$ cat src/nv_param_pkg.sv
// Package: parameter map layout, defaults, carriers and decode functions
package nv_param_pkg;

  localparam int MAP_SIZE = 80;
  localparam logic [7:0] LAST_POS = 8'h4f;
  localparam logic [8:0] MAP_END = 9'h050;

  // Byte positions in the map
  localparam logic [6:0] POS_FRAME_FORMAT = 7'h00;
  localparam logic [6:0] POS_BAUD_SOURCE = 7'h01;
  localparam logic [6:0] POS_BAUD_MOD = 7'h02;
  localparam logic [6:0] POS_PRESCALE_LO = 7'h03;
  localparam logic [6:0] POS_PRESCALE_HI = 7'h04;
  localparam logic [6:0] POS_PKT_METHOD = 7'h05;
  localparam logic [6:0] POS_PKT_LIMIT = 7'h07;
  localparam logic [6:0] POS_FLOW_STOP = 7'h08;
  localparam logic [6:0] POS_ETX_CHAR = 7'h09;
  localparam logic [6:0] POS_IDLE_TIMEOUT = 7'h0c;
  localparam logic [6:0] POS_IND_DELAY = 7'h0e;
  localparam logic [6:0] POS_RETRY = 7'h14;
  localparam logic [6:0] POS_ADDR_SCHEME = 7'h15;
  localparam logic [6:0] POS_DEST_NET = 7'h18;
  localparam logic [6:0] POS_DEST_NODE = 7'h19;
  localparam logic [6:0] POS_OWN_NET = 7'h1c;
  localparam logic [6:0] POS_OWN_NODE = 7'h1d;
  localparam logic [6:0] POS_ACK_WAIT = 7'h20;
  localparam logic [6:0] POS_FIFO_PREFILL = 7'h28;
  localparam logic [6:0] POS_TX_LEVEL = 7'h29;
  localparam logic [6:0] POS_CHANNEL = 7'h2a;
  localparam logic [6:0] POS_CLEAR_LEVEL = 7'h2b;
  localparam logic [6:0] POS_OP_MODE = 7'h3c;
  localparam logic [6:0] POS_OSC_TRIM = 7'h3d;
  localparam logic [6:0] POS_WAKE_LEN = 7'h40;
  localparam logic [6:0] POS_WAKE_COUNT = 7'h42;
  localparam logic [6:0] POS_WAKE_LISTEN = 7'h44;
  localparam logic [6:0] POS_FLAGS = 7'h48;
  localparam logic [6:0] POS_SYNC_HI = 7'h4c;
  localparam logic [6:0] POS_SYNC_LO = 7'h4d;

  // Values after reset
  localparam logic [7:0] DEF_FRAME_FORMAT = 8'h00;
  localparam logic [7:0] DEF_BAUD_SOURCE = 8'h80;
  localparam logic [7:0] DEF_BAUD_MOD = 8'h92;
  localparam logic [7:0] DEF_PRESCALE_LO = 8'h41;
  localparam logic [7:0] DEF_PRESCALE_HI = 8'h03;
  localparam logic [7:0] DEF_PKT_LIMIT = 8'h80;
  localparam logic [7:0] DEF_FLOW_STOP = 8'h70;
  localparam logic [7:0] DEF_ETX_CHAR = 8'h0a;
  localparam logic [15:0] DEF_IDLE_TIMEOUT = 16'h0005;
  localparam logic [15:0] DEF_ACK_WAIT = 16'h0008;
  localparam logic [7:0] DEF_FIFO_PREFILL = 8'h08;
  localparam logic [7:0] DEF_TX_LEVEL = 8'hc3;
  localparam logic [7:0] DEF_CHANNEL = 8'h0a;
  localparam logic [7:0] DEF_OSC_TRIM = 8'h07;
  localparam logic [15:0] DEF_WAKE_LEN = 16'h1000;
  localparam logic [15:0] DEF_WAKE_COUNT = 16'h0005;
  localparam logic [15:0] DEF_WAKE_LISTEN = 16'h03e8;
  localparam logic [7:0] DEF_SYNC_HI = 8'hd3;
  localparam logic [7:0] DEF_SYNC_LO = 8'h91;

  // Frame format bit positions
  localparam int BIT_STOP = 3;
  localparam int BIT_DATA7 = 4;
  localparam int BIT_MSB_FIRST = 5;
  localparam int BIT_PAR_EVEN = 6;
  localparam int BIT_PAR_EN = 7;

  // Clock source codes
  localparam logic [7:0] SRC_SYSTEM = 8'h80;
  localparam logic [7:0] SRC_LOWSPEED = 8'h40;

  // Answer codes
  localparam logic [1:0] STATUS_OK = 2'h0;
  localparam logic [1:0] STATUS_BAD_POS = 2'h1;
  localparam logic [1:0] STATUS_BAD_COUNT = 2'h2;

  typedef logic [MAP_SIZE-1:0][7:0] param_store_t;

  typedef enum logic [1:0] {
    ST_IDLE = 2'b00,
    ST_WRITE = 2'b01,
    ST_READ = 2'b10
  } seq_t;

  typedef struct packed {
    logic write;
    logic [7:0] pos;
    logic [7:0] count;
  } cmd_req_t;

  typedef struct packed {
    logic stop_bits_two;
    logic seven_data_bits;
    logic msb_first;
    logic parity_enable;
    logic parity_even;
    logic baud_src_system;
    logic baud_src_lowspeed;
    logic [15:0] baud_divider;
    logic [7:0] baud_fine_modulation;
    logic packetizing_method;
    logic [7:0] packet_length_limit;
    logic [7:0] flow_stop_threshold;
    logic [7:0] end_of_text_char;
    logic [15:0] serial_idle_timeout;
    logic [15:0] indication_output_delay;
    logic [7:0] retry_count;
    logic [1:0] addressing_scheme;
    logic [7:0] default_target_network;
    logic [7:0] default_target_node;
    logic [7:0] own_network_id;
    logic [7:0] own_node_id;
    logic [15:0] ack_wait_time;
    logic [7:0] tx_fifo_prefill;
    logic [7:0] tx_output_level;
    logic [7:0] startup_channel;
    logic [7:0] channel_clear_level;
    logic [7:0] startup_operating_mode;
    logic [2:0] oscillator_trim_start;
    logic [15:0] wake_cycle_length;
    logic [15:0] wake_cycle_count;
    logic [15:0] wake_listen_duration;
    logic [15:0] feature_flags;
    logic [15:0] sync_word;
  } runtime_cfg_t;

  // True for every byte that belongs to a listed parameter
  function automatic logic is_mapped(input logic [6:0] pos);
    case (pos)
      7'h00, 7'h01, 7'h02, 7'h03, 7'h04, 7'h05, 7'h07, 7'h08, 7'h09,
      7'h0c, 7'h0d, 7'h0e, 7'h0f, 7'h14, 7'h15, 7'h18, 7'h19, 7'h1c,
      7'h1d, 7'h20, 7'h21, 7'h28, 7'h29, 7'h2a, 7'h2b, 7'h3c, 7'h3d,
      7'h40, 7'h41, 7'h42, 7'h43, 7'h44, 7'h45, 7'h48, 7'h49, 7'h4c,
      7'h4d: is_mapped = 1'b1;
      default: is_mapped = 1'b0;
    endcase
  endfunction : is_mapped

  // Radio bytes: only the factory path may change them
  function automatic logic is_radio(input logic [6:0] pos);
    case (pos)
      POS_FIFO_PREFILL, POS_TX_LEVEL, POS_CHANNEL, POS_CLEAR_LEVEL,
      POS_SYNC_HI, POS_SYNC_LO: is_radio = 1'b1;
      default: is_radio = 1'b0;
    endcase
  endfunction : is_radio

  // Wide values sit low byte at the lower position, except the sync word, which puts its high byte there
  function automatic param_store_t default_store();
    param_store_t s;
    s = '0;
    s[POS_FRAME_FORMAT] = DEF_FRAME_FORMAT;
    s[POS_BAUD_SOURCE] = DEF_BAUD_SOURCE;
    s[POS_BAUD_MOD] = DEF_BAUD_MOD;
    s[POS_PRESCALE_LO] = DEF_PRESCALE_LO;
    s[POS_PRESCALE_HI] = DEF_PRESCALE_HI;
    s[POS_PKT_LIMIT] = DEF_PKT_LIMIT;
    s[POS_FLOW_STOP] = DEF_FLOW_STOP;
    s[POS_ETX_CHAR] = DEF_ETX_CHAR;
    s[POS_IDLE_TIMEOUT] = DEF_IDLE_TIMEOUT[7:0];
    s[POS_IDLE_TIMEOUT+7'h01] = DEF_IDLE_TIMEOUT[15:8];
    s[POS_ACK_WAIT] = DEF_ACK_WAIT[7:0];
    s[POS_ACK_WAIT+7'h01] = DEF_ACK_WAIT[15:8];
    s[POS_FIFO_PREFILL] = DEF_FIFO_PREFILL;
    s[POS_TX_LEVEL] = DEF_TX_LEVEL;
    s[POS_CHANNEL] = DEF_CHANNEL;
    s[POS_OSC_TRIM] = DEF_OSC_TRIM;
    s[POS_WAKE_LEN] = DEF_WAKE_LEN[7:0];
    s[POS_WAKE_LEN+7'h01] = DEF_WAKE_LEN[15:8];
    s[POS_WAKE_COUNT] = DEF_WAKE_COUNT[7:0];
    s[POS_WAKE_COUNT+7'h01] = DEF_WAKE_COUNT[15:8];
    s[POS_WAKE_LISTEN] = DEF_WAKE_LISTEN[7:0];
    s[POS_WAKE_LISTEN+7'h01] = DEF_WAKE_LISTEN[15:8];
    s[POS_SYNC_HI] = DEF_SYNC_HI;
    s[POS_SYNC_LO] = DEF_SYNC_LO;
    return s;
  endfunction : default_store

  localparam param_store_t STORE_RST = default_store();

endpackage : nv_param_pkg

$ cat src/nonvolatile_parameter_map.sv
// Non-volatile parameter map with command access and runtime settings
`timescale 1ns/1ns

module nonvolatile_parameter_map (
  input wire logic clk_sys,
  input wire logic reset_n,
  input wire logic restart,
  input wire logic factory_access,
  input wire logic cmd_valid,
  input wire nv_param_pkg::cmd_req_t cmd,
  input wire logic wr_valid,
  input wire logic [7:0] wr_byte,
  output logic cmd_ready,
  output logic rd_valid,
  output logic [7:0] rd_byte,
  output logic resp_valid,
  output logic [1:0] resp_status,
  output nv_param_pkg::runtime_cfg_t cfg
);
  import nv_param_pkg::*;

  // Turn the stored bytes into the settings the module drives out on cfg
  function automatic runtime_cfg_t decode(input param_store_t s);
    runtime_cfg_t c;
    logic [7:0] ff;
    ff = s[POS_FRAME_FORMAT];
    c.stop_bits_two = ff[BIT_STOP];
    c.seven_data_bits = ff[BIT_DATA7];
    c.msb_first = ff[BIT_MSB_FIRST];
    c.parity_enable = ff[BIT_PAR_EN];
    // Even select is masked so parity logic never sees a stale choice
    c.parity_even = ff[BIT_PAR_EN] & ff[BIT_PAR_EVEN];
    c.baud_src_system = (s[POS_BAUD_SOURCE] == SRC_SYSTEM);
    // Baud rate fit for the slow source is the host's duty
    c.baud_src_lowspeed = (s[POS_BAUD_SOURCE] == SRC_LOWSPEED);
    c.baud_divider = {s[POS_PRESCALE_HI], s[POS_PRESCALE_LO]};
    c.baud_fine_modulation = s[POS_BAUD_MOD];
    c.packetizing_method = s[POS_PKT_METHOD][0];
    c.packet_length_limit = s[POS_PKT_LIMIT];
    c.flow_stop_threshold = s[POS_FLOW_STOP];
    c.end_of_text_char = s[POS_ETX_CHAR];
    c.serial_idle_timeout =
      {s[POS_IDLE_TIMEOUT+7'h01], s[POS_IDLE_TIMEOUT]};
    c.indication_output_delay =
      {s[POS_IND_DELAY+7'h01], s[POS_IND_DELAY]};
    c.retry_count = s[POS_RETRY];
    // Only two bits carry meaning since the host keeps the value at 0..2
    c.addressing_scheme = s[POS_ADDR_SCHEME][1:0];
    c.default_target_network = s[POS_DEST_NET];
    c.default_target_node = s[POS_DEST_NODE];
    c.own_network_id = s[POS_OWN_NET];
    c.own_node_id = s[POS_OWN_NODE];
    c.ack_wait_time = {s[POS_ACK_WAIT+7'h01], s[POS_ACK_WAIT]};
    c.tx_fifo_prefill = s[POS_FIFO_PREFILL];
    c.tx_output_level = s[POS_TX_LEVEL];
    c.startup_channel = s[POS_CHANNEL];
    c.channel_clear_level = s[POS_CLEAR_LEVEL];
    c.startup_operating_mode = s[POS_OP_MODE];
    c.oscillator_trim_start = s[POS_OSC_TRIM][2:0];
    c.wake_cycle_length = {s[POS_WAKE_LEN+7'h01], s[POS_WAKE_LEN]};
    c.wake_cycle_count = {s[POS_WAKE_COUNT+7'h01], s[POS_WAKE_COUNT]};
    c.wake_listen_duration =
      {s[POS_WAKE_LISTEN+7'h01], s[POS_WAKE_LISTEN]};
    c.feature_flags = {s[POS_FLAGS+7'h01], s[POS_FLAGS]};
    c.sync_word = {s[POS_SYNC_HI], s[POS_SYNC_LO]};
    return c;
  endfunction : decode

  typedef struct packed {
    seq_t seq;
    logic [6:0] ptr;
    logic [7:0] remain;
    param_store_t store;
    runtime_cfg_t cfg;
    logic ready;
    logic rd_valid;
    logic [7:0] rd_byte;
    logic resp_valid;
    logic [1:0] resp_status;
  } state_t;

  localparam state_t STATE_RST = '{
    seq: ST_IDLE,
    ptr: 7'h00,
    remain: 8'h00,
    store: STORE_RST,
    cfg: decode(STORE_RST),
    ready: 1'b1,
    rd_valid: 1'b0,
    rd_byte: 8'h00,
    resp_valid: 1'b0,
    resp_status: STATUS_OK
  };

  state_t st;
  state_t next_st;
  logic [8:0] span_end;

  // Span end is nine bits wide so that 255 + 255 cannot wrap past 80
  assign span_end = {1'b0, cmd.pos} + {1'b0, cmd.count};

  // Command sequencer, store update and runtime reload
  always_comb
  begin
    next_st = st;
    next_st.rd_valid = 1'b0;
    next_st.resp_valid = 1'b0;
    case (st.seq)
      ST_IDLE:
      begin
        if (cmd_valid)
        begin
          if (cmd.pos > LAST_POS)
          begin
            next_st.resp_valid = 1'b1;
            next_st.resp_status = STATUS_BAD_POS;
          end
          else if (cmd.count == 8'h00 || span_end > MAP_END)
          begin
            next_st.resp_valid = 1'b1;
            next_st.resp_status = STATUS_BAD_COUNT;
          end
          else
          begin
            next_st.ptr = cmd.pos[6:0];
            next_st.remain = cmd.count;
            next_st.seq = cmd.write ? ST_WRITE : ST_READ;
          end
        end
      end
      ST_WRITE:
      begin
        if (wr_valid)
        begin
          // Radio bytes without factory_access and gaps in the map silently keep their value
          if (is_mapped(st.ptr) && (!is_radio(st.ptr) || factory_access))
          begin
            next_st.store[st.ptr] = wr_byte;
          end
          // Ascending positions put the low byte of wide values first, and the high byte of the sync word first
          next_st.ptr = st.ptr + 7'h01;
          next_st.remain = st.remain - 8'h01;
          if (st.remain == 8'h01)
          begin
            next_st.resp_valid = 1'b1;
            next_st.resp_status = STATUS_OK;
            next_st.seq = ST_IDLE;
          end
        end
      end
      ST_READ:
      begin
        next_st.rd_valid = 1'b1;
        next_st.rd_byte = is_mapped(st.ptr) ? st.store[st.ptr] : 8'h00;
        next_st.ptr = st.ptr + 7'h01;
        next_st.remain = st.remain - 8'h01;
        if (st.remain == 8'h01)
        begin
          next_st.resp_valid = 1'b1;
          next_st.resp_status = STATUS_OK;
          next_st.seq = ST_IDLE;
        end
      end
      default:
      begin
        next_st.seq = ST_IDLE;
      end
    endcase
    // Runtime settings follow the store only on restart, never live
    if (restart)
    begin
      next_st.cfg = decode(st.store);
    end
    next_st.ready = (next_st.seq == ST_IDLE);
  end

  // Single state register; reset models power-up with default contents
  always_ff @(posedge clk_sys or negedge reset_n)
  begin
    if (!reset_n)
    begin
      st <= STATE_RST;
    end
    else
    begin
      st <= next_st;
    end
  end

  // Outputs are taken straight from the state register
  assign cmd_ready = st.ready;
  assign rd_valid = st.rd_valid;
  assign rd_byte = st.rd_byte;
  assign resp_valid = st.resp_valid;
  assign resp_status = st.resp_status;
  assign cfg = st.cfg;

endmodule : nonvolatile_parameter_map

$ cat config.mk
export PLATFORM = sky130hd
export DESIGN_NAME = nonvolatile_parameter_map
export DESIGN_NICKNAME = d
export VERILOG_FILES = /design/src/nv_param_pkg.sv /design/src/nonvolatile_parameter_map.sv
export SDC_FILE = /design/constraint.sdc
export NUM_CORES = 1
export LEC_CHECK = 0
export ABC_AREA = 1
export BUFFER_PORTS_ARGS = -buffer_cell sky130_fd_sc_hd__buf_2
export CORE_UTILIZATION = 55
export CTS_CLUSTER_SIZE = 40
export DETAILED_ROUTE_END_ITERATION = 8
export PLACE_DENSITY = 0.74
export SLEW_MARGIN = 40
export SYNTH_ARGS = -nofsm -noshare
export SYNTH_HDL_FRONTEND = slang
export SYNTH_SLANG_ARGS = --single-unit
$ cat constraint.sdc
create_clock -name clk_sys -period 4.22 [get_ports clk_sys]
set_input_delay 0.844 -clock clk_sys [delete_from_list [all_inputs] [get_ports clk_sys]]
set_output_delay 0.844 -clock clk_sys [all_outputs]
set_load 0.1 [all_outputs]
==> run metrics <==
Core Region=between 70000 and 80000 sq um; CTS Sinks=939; top cells by area, synth=sky130_fd_sc_hd__dfrtp_1 52%, sky130_fd_sc_hd__nand2_1 14%, sky130_fd_sc_hd__dfstp_2 5.7%; FP Rows=99; worst endpoint data arrival time=3.81 ns; highest metal used=met4; dominant cell type by area after synthesis=sky130_fd_sc_hd__dfrtp_1; routed length per placed instance=20.52 um; clock insertion delay at the later pin of the skew report=0.66 ns; number of global-route vias before repair=~29000; met2 layer wire length in the routed design=slightly above 50 mm; post-synth design cell area=41160 sq um; worst endpoint required time=around 4.8 ns; synthesis-stage register bit count=939; max-cap check violation count=0; IR Drop Worst-Case VDD=0.0006196 V; post-synthesis to final-layout area growth=6.426%; detailed-route DRC error count=0; chip width=275.6 um; antenna violations before repair=0; post-synthesis area per instance=between 8 and 9 sq um; highest achievable clock rate=between 300 and 400 MHz; # port buffers=between 300 and 400; fraction of final layout cells with drive strength greater than 1=between 15 and 20%; I/O pin count=313; H-tree level count=3; area share of fa/ha/maj cells after synthesis=less than 1%; worst hold slack across all endpoints=0.1217 ns; Hold Violations, Final=0; commonest cells in the synthesized netlist=1541 x sky130_fd_sc_hd__nand2_1, 850 x sky130_fd_sc_hd__dfrtp_1, 476 x sky130_fd_sc_hd__clkbuf_1; parity-gate share of the synthesized area counting xor and xnor cells=less than 1%; maximum root-to-sink buffer count=3; areal power density over the cells=669.1 nW/um^2; RePlAce Congestion=0.8955; ANT cells=0; height of the die=around 280 um; quantity of gates resized following cts=0; routed vias/inst=5.506; router iterations before antenna repair=6; top cell type's share of synthesized area=about half; clock skew after layout=0.03097 ns; detailed-routing wirelength on met1=45.84 mm; number of synthesized flops with an enable pin=0; count of mapped cells out of synthesis=4672; root buffer cell=sky130_fd_sc_hd__clkbuf_16; clock-pin slew reported for the worst setup and hold paths after clock tree synthesis=0.06 ns; number of hold-repair buffers added at the cts stage=0; Routed met3 length=9.608 mm; Post-Route Setup TNS=0 ns; share of the core filled with cells=59.64%; placed wire-length estimate after detailed placement=73.30 mm; static leakage=~23 nW; unrepaired setup endpoints after global routing=false; initial cell density of the core=between 50% and 60%; number of setup violations in the final report=0; transition at the pin with the smallest max-transition slack=0.8945 ns; final period utilization=77.58%; Synth async-reset ratio=100.0%; post-CTS setup repair buffer count=0; Synth Area in Simple Gates=21.71%; yosys synthesis warning count=0; GRT Total Usage=between 20% and 30%; vias after detailed routing=29640; Unique masters post-synth=50; dominant combinational cell family by area after synthesis=simple AND/OR/NAND/NOR gates; sort of element at the end of the critical path=flop; residual overflow from global routing=0; total nets after synthesis=4722; most common cell in the netlist=sky130_fd_sc_hd__nand2_1; minimum clock period after layout=about 3.3 ns; sequential area share after synthesis=57.36%; layout net count=4393; critical path startpoint category=flop; biggest fanout along the worst timing path=between 100 and 150; clock tree from TritonCTS=built; headroom to the max-slew limit=40.37%; multiplexer share of the synthesized area=0%; type of the worst setup path=flop to flop; worst hold path class=primary input to asynchronous set/reset pin; final wirelength=110.5 mm; pin count of the biggest net entering global routing=167; number of buffers created by CTS=94; complex-gate fraction of the synthesized area=7.113%; Die Outline Area=75930 sq um; leading register cell type out of synthesis=sky130_fd_sc_hd__dfrtp_1; Routed Antenna Nets=0; first-pass GRT wire length=170.3 mm; number of max-slew violations in the final report=0; outcome=completed; iteration-0 DRC count of the detailed router=about 3300
[cell type report]
| type | instances | area, sq um |
|---|---|---|
| Clock inverter | 41 | 475.5 |
| Timing Repair Buffer | 403 | 2532 |
| Multi-Input combinational cell | 2664 | 12210 |
| Tap cell | 959 | 1200 |
| Inverter | 241 | 917.1 |
| Clock buffer | 136 | 2865 |
| Sequential cell | 939 | 23610 |
| Fill cell | 6117 | 29650 |
[critical path, cell delays in order, from the launching register on]
cell and delay, ns:
sky130_fd_sc_hd__dfrtp_1 0.64, sky130_fd_sc_hd__inv_2 0.23, sky130_fd_sc_hd__ha_1 0.27, sky130_fd_sc_hd__a21oi_1 0.14, sky130_fd_sc_hd__nor4_1 0.06, sky130_fd_sc_hd__nor4_1 0.32
sky130_fd_sc_hd__nor3b_4 0.29, sky130_fd_sc_hd__buf_12 0.24, sky130_fd_sc_hd__buf_12 0.35, sky130_fd_sc_hd__nand2_2 0.24, sky130_fd_sc_hd__nand2_1 0.13, sky130_fd_sc_hd__nand2_1 0.05
[per-layer routing]
| layer | track usage (%) | up-vias |
|---|---|---|
| met4 | 10.73 | 0 |
| met3 | 6.377 | 223 |
| met5 | 0 | - |
| met2 | 45.75 | 1327 |
| li1 | - | 13784 |
| met1 | 40.63 | 14306 |
[final timing paths]
kind | slack (ns) | startpoint | cells after the start | endpoint
worst max-delay path | 0.95 | st[930] | 11 | flop
max in group asynchronous | 2.88 | reset_n | 3 | cfg[12]
min in group clk_sys | 0.37 | flop | 0 | flop
worst max register to register | 0.95 | st[930] | 11 | flop
worst min-delay path | 0.12 | reset_n | 1 | cfg[111]
worst min register to register | 0.37 | flop | 0 | flop
[cell usage in the layout, fill, tap and decap left out, types with 9 or more instances in the layout]
| cell type | Yosys | final |
|---|---|---|
| sky130_fd_sc_hd__clkbuf_16 | 0 | 98 |
| sky130_fd_sc_hd__buf_2 | 32 | 308 |
| sky130_fd_sc_hd__clkbuf_8 | 0 | 27 |
| sky130_fd_sc_hd__nand2_2 | 18 | 20 |
| sky130_fd_sc_hd__dfrtp_1 | 850 | 850 |
| sky130_fd_sc_hd__nand4_1 | 57 | 57 |
| sky130_fd_sc_hd__o2111ai_1 | 18 | 18 |
| sky130_fd_sc_hd__nand3_1 | 377 | 377 |
| sky130_fd_sc_hd__nand2_4 | 20 | 20 |
| sky130_fd_sc_hd__a31oi_1 | 11 | 11 |
| sky130_fd_sc_hd__a21oi_1 | 48 | 48 |
| sky130_fd_sc_hd__inv_1 | 234 | 234 |
| sky130_fd_sc_hd__clkbuf_1 | 476 | 11 |
| sky130_fd_sc_hd__nand2_1 | 1541 | 1539 |
| sky130_fd_sc_hd__o21ai_0 | 245 | 245 |
| sky130_fd_sc_hd__bufinv_16 | 0 | 9 |
| sky130_fd_sc_hd__a22oi_1 | 85 | 85 |
| sky130_fd_sc_hd__buf_12 | 0 | 20 |
| sky130_fd_sc_hd__o22ai_1 | 52 | 52 |
| sky130_fd_sc_hd__nor2_1 | 114 | 109 |
| sky130_fd_sc_hd__clkinv_2 | 0 | 20 |
| sky130_fd_sc_hd__dfstp_2 | 89 | 89 |
| sky130_fd_sc_hd__ha_1 | 18 | 18 |
| sky130_fd_sc_hd__buf_4 | 285 | 73 |
[report_power, final]
group          internal (W)  switching (W)
logic               0.00163        0.00773
clock network       0.00528        0.00360
registers            0.0102       0.000867
total                0.0171         0.0122
[through the flow]
step,instance area (sq um),setup WS [ns],power (W),instances
floorplan,41160,1.283,0.01861,4672
global placement,40410,0.7824,0.02035,5204
detailed placement,40430,0.7092,0.02047,5205
CTS,43770,0.9921,0.02931,5382
global route,43800,0.7013,0.03040,5383
finish,43800,0.9463,0.02931,5383
[cell families after synthesis]
| group | count (synthesis) |
|---|---|
| AND/OR/NAND/NOR | 2147 |
| buffers and inverters | 1069 |
| flip-flops | 939 |
| AO/OA/AOI/OAI | 492 |
| adder cells (fa/ha/maj) | 19 |
| XOR/XNOR | 6 |
Power figures use the tool's default switching activity.
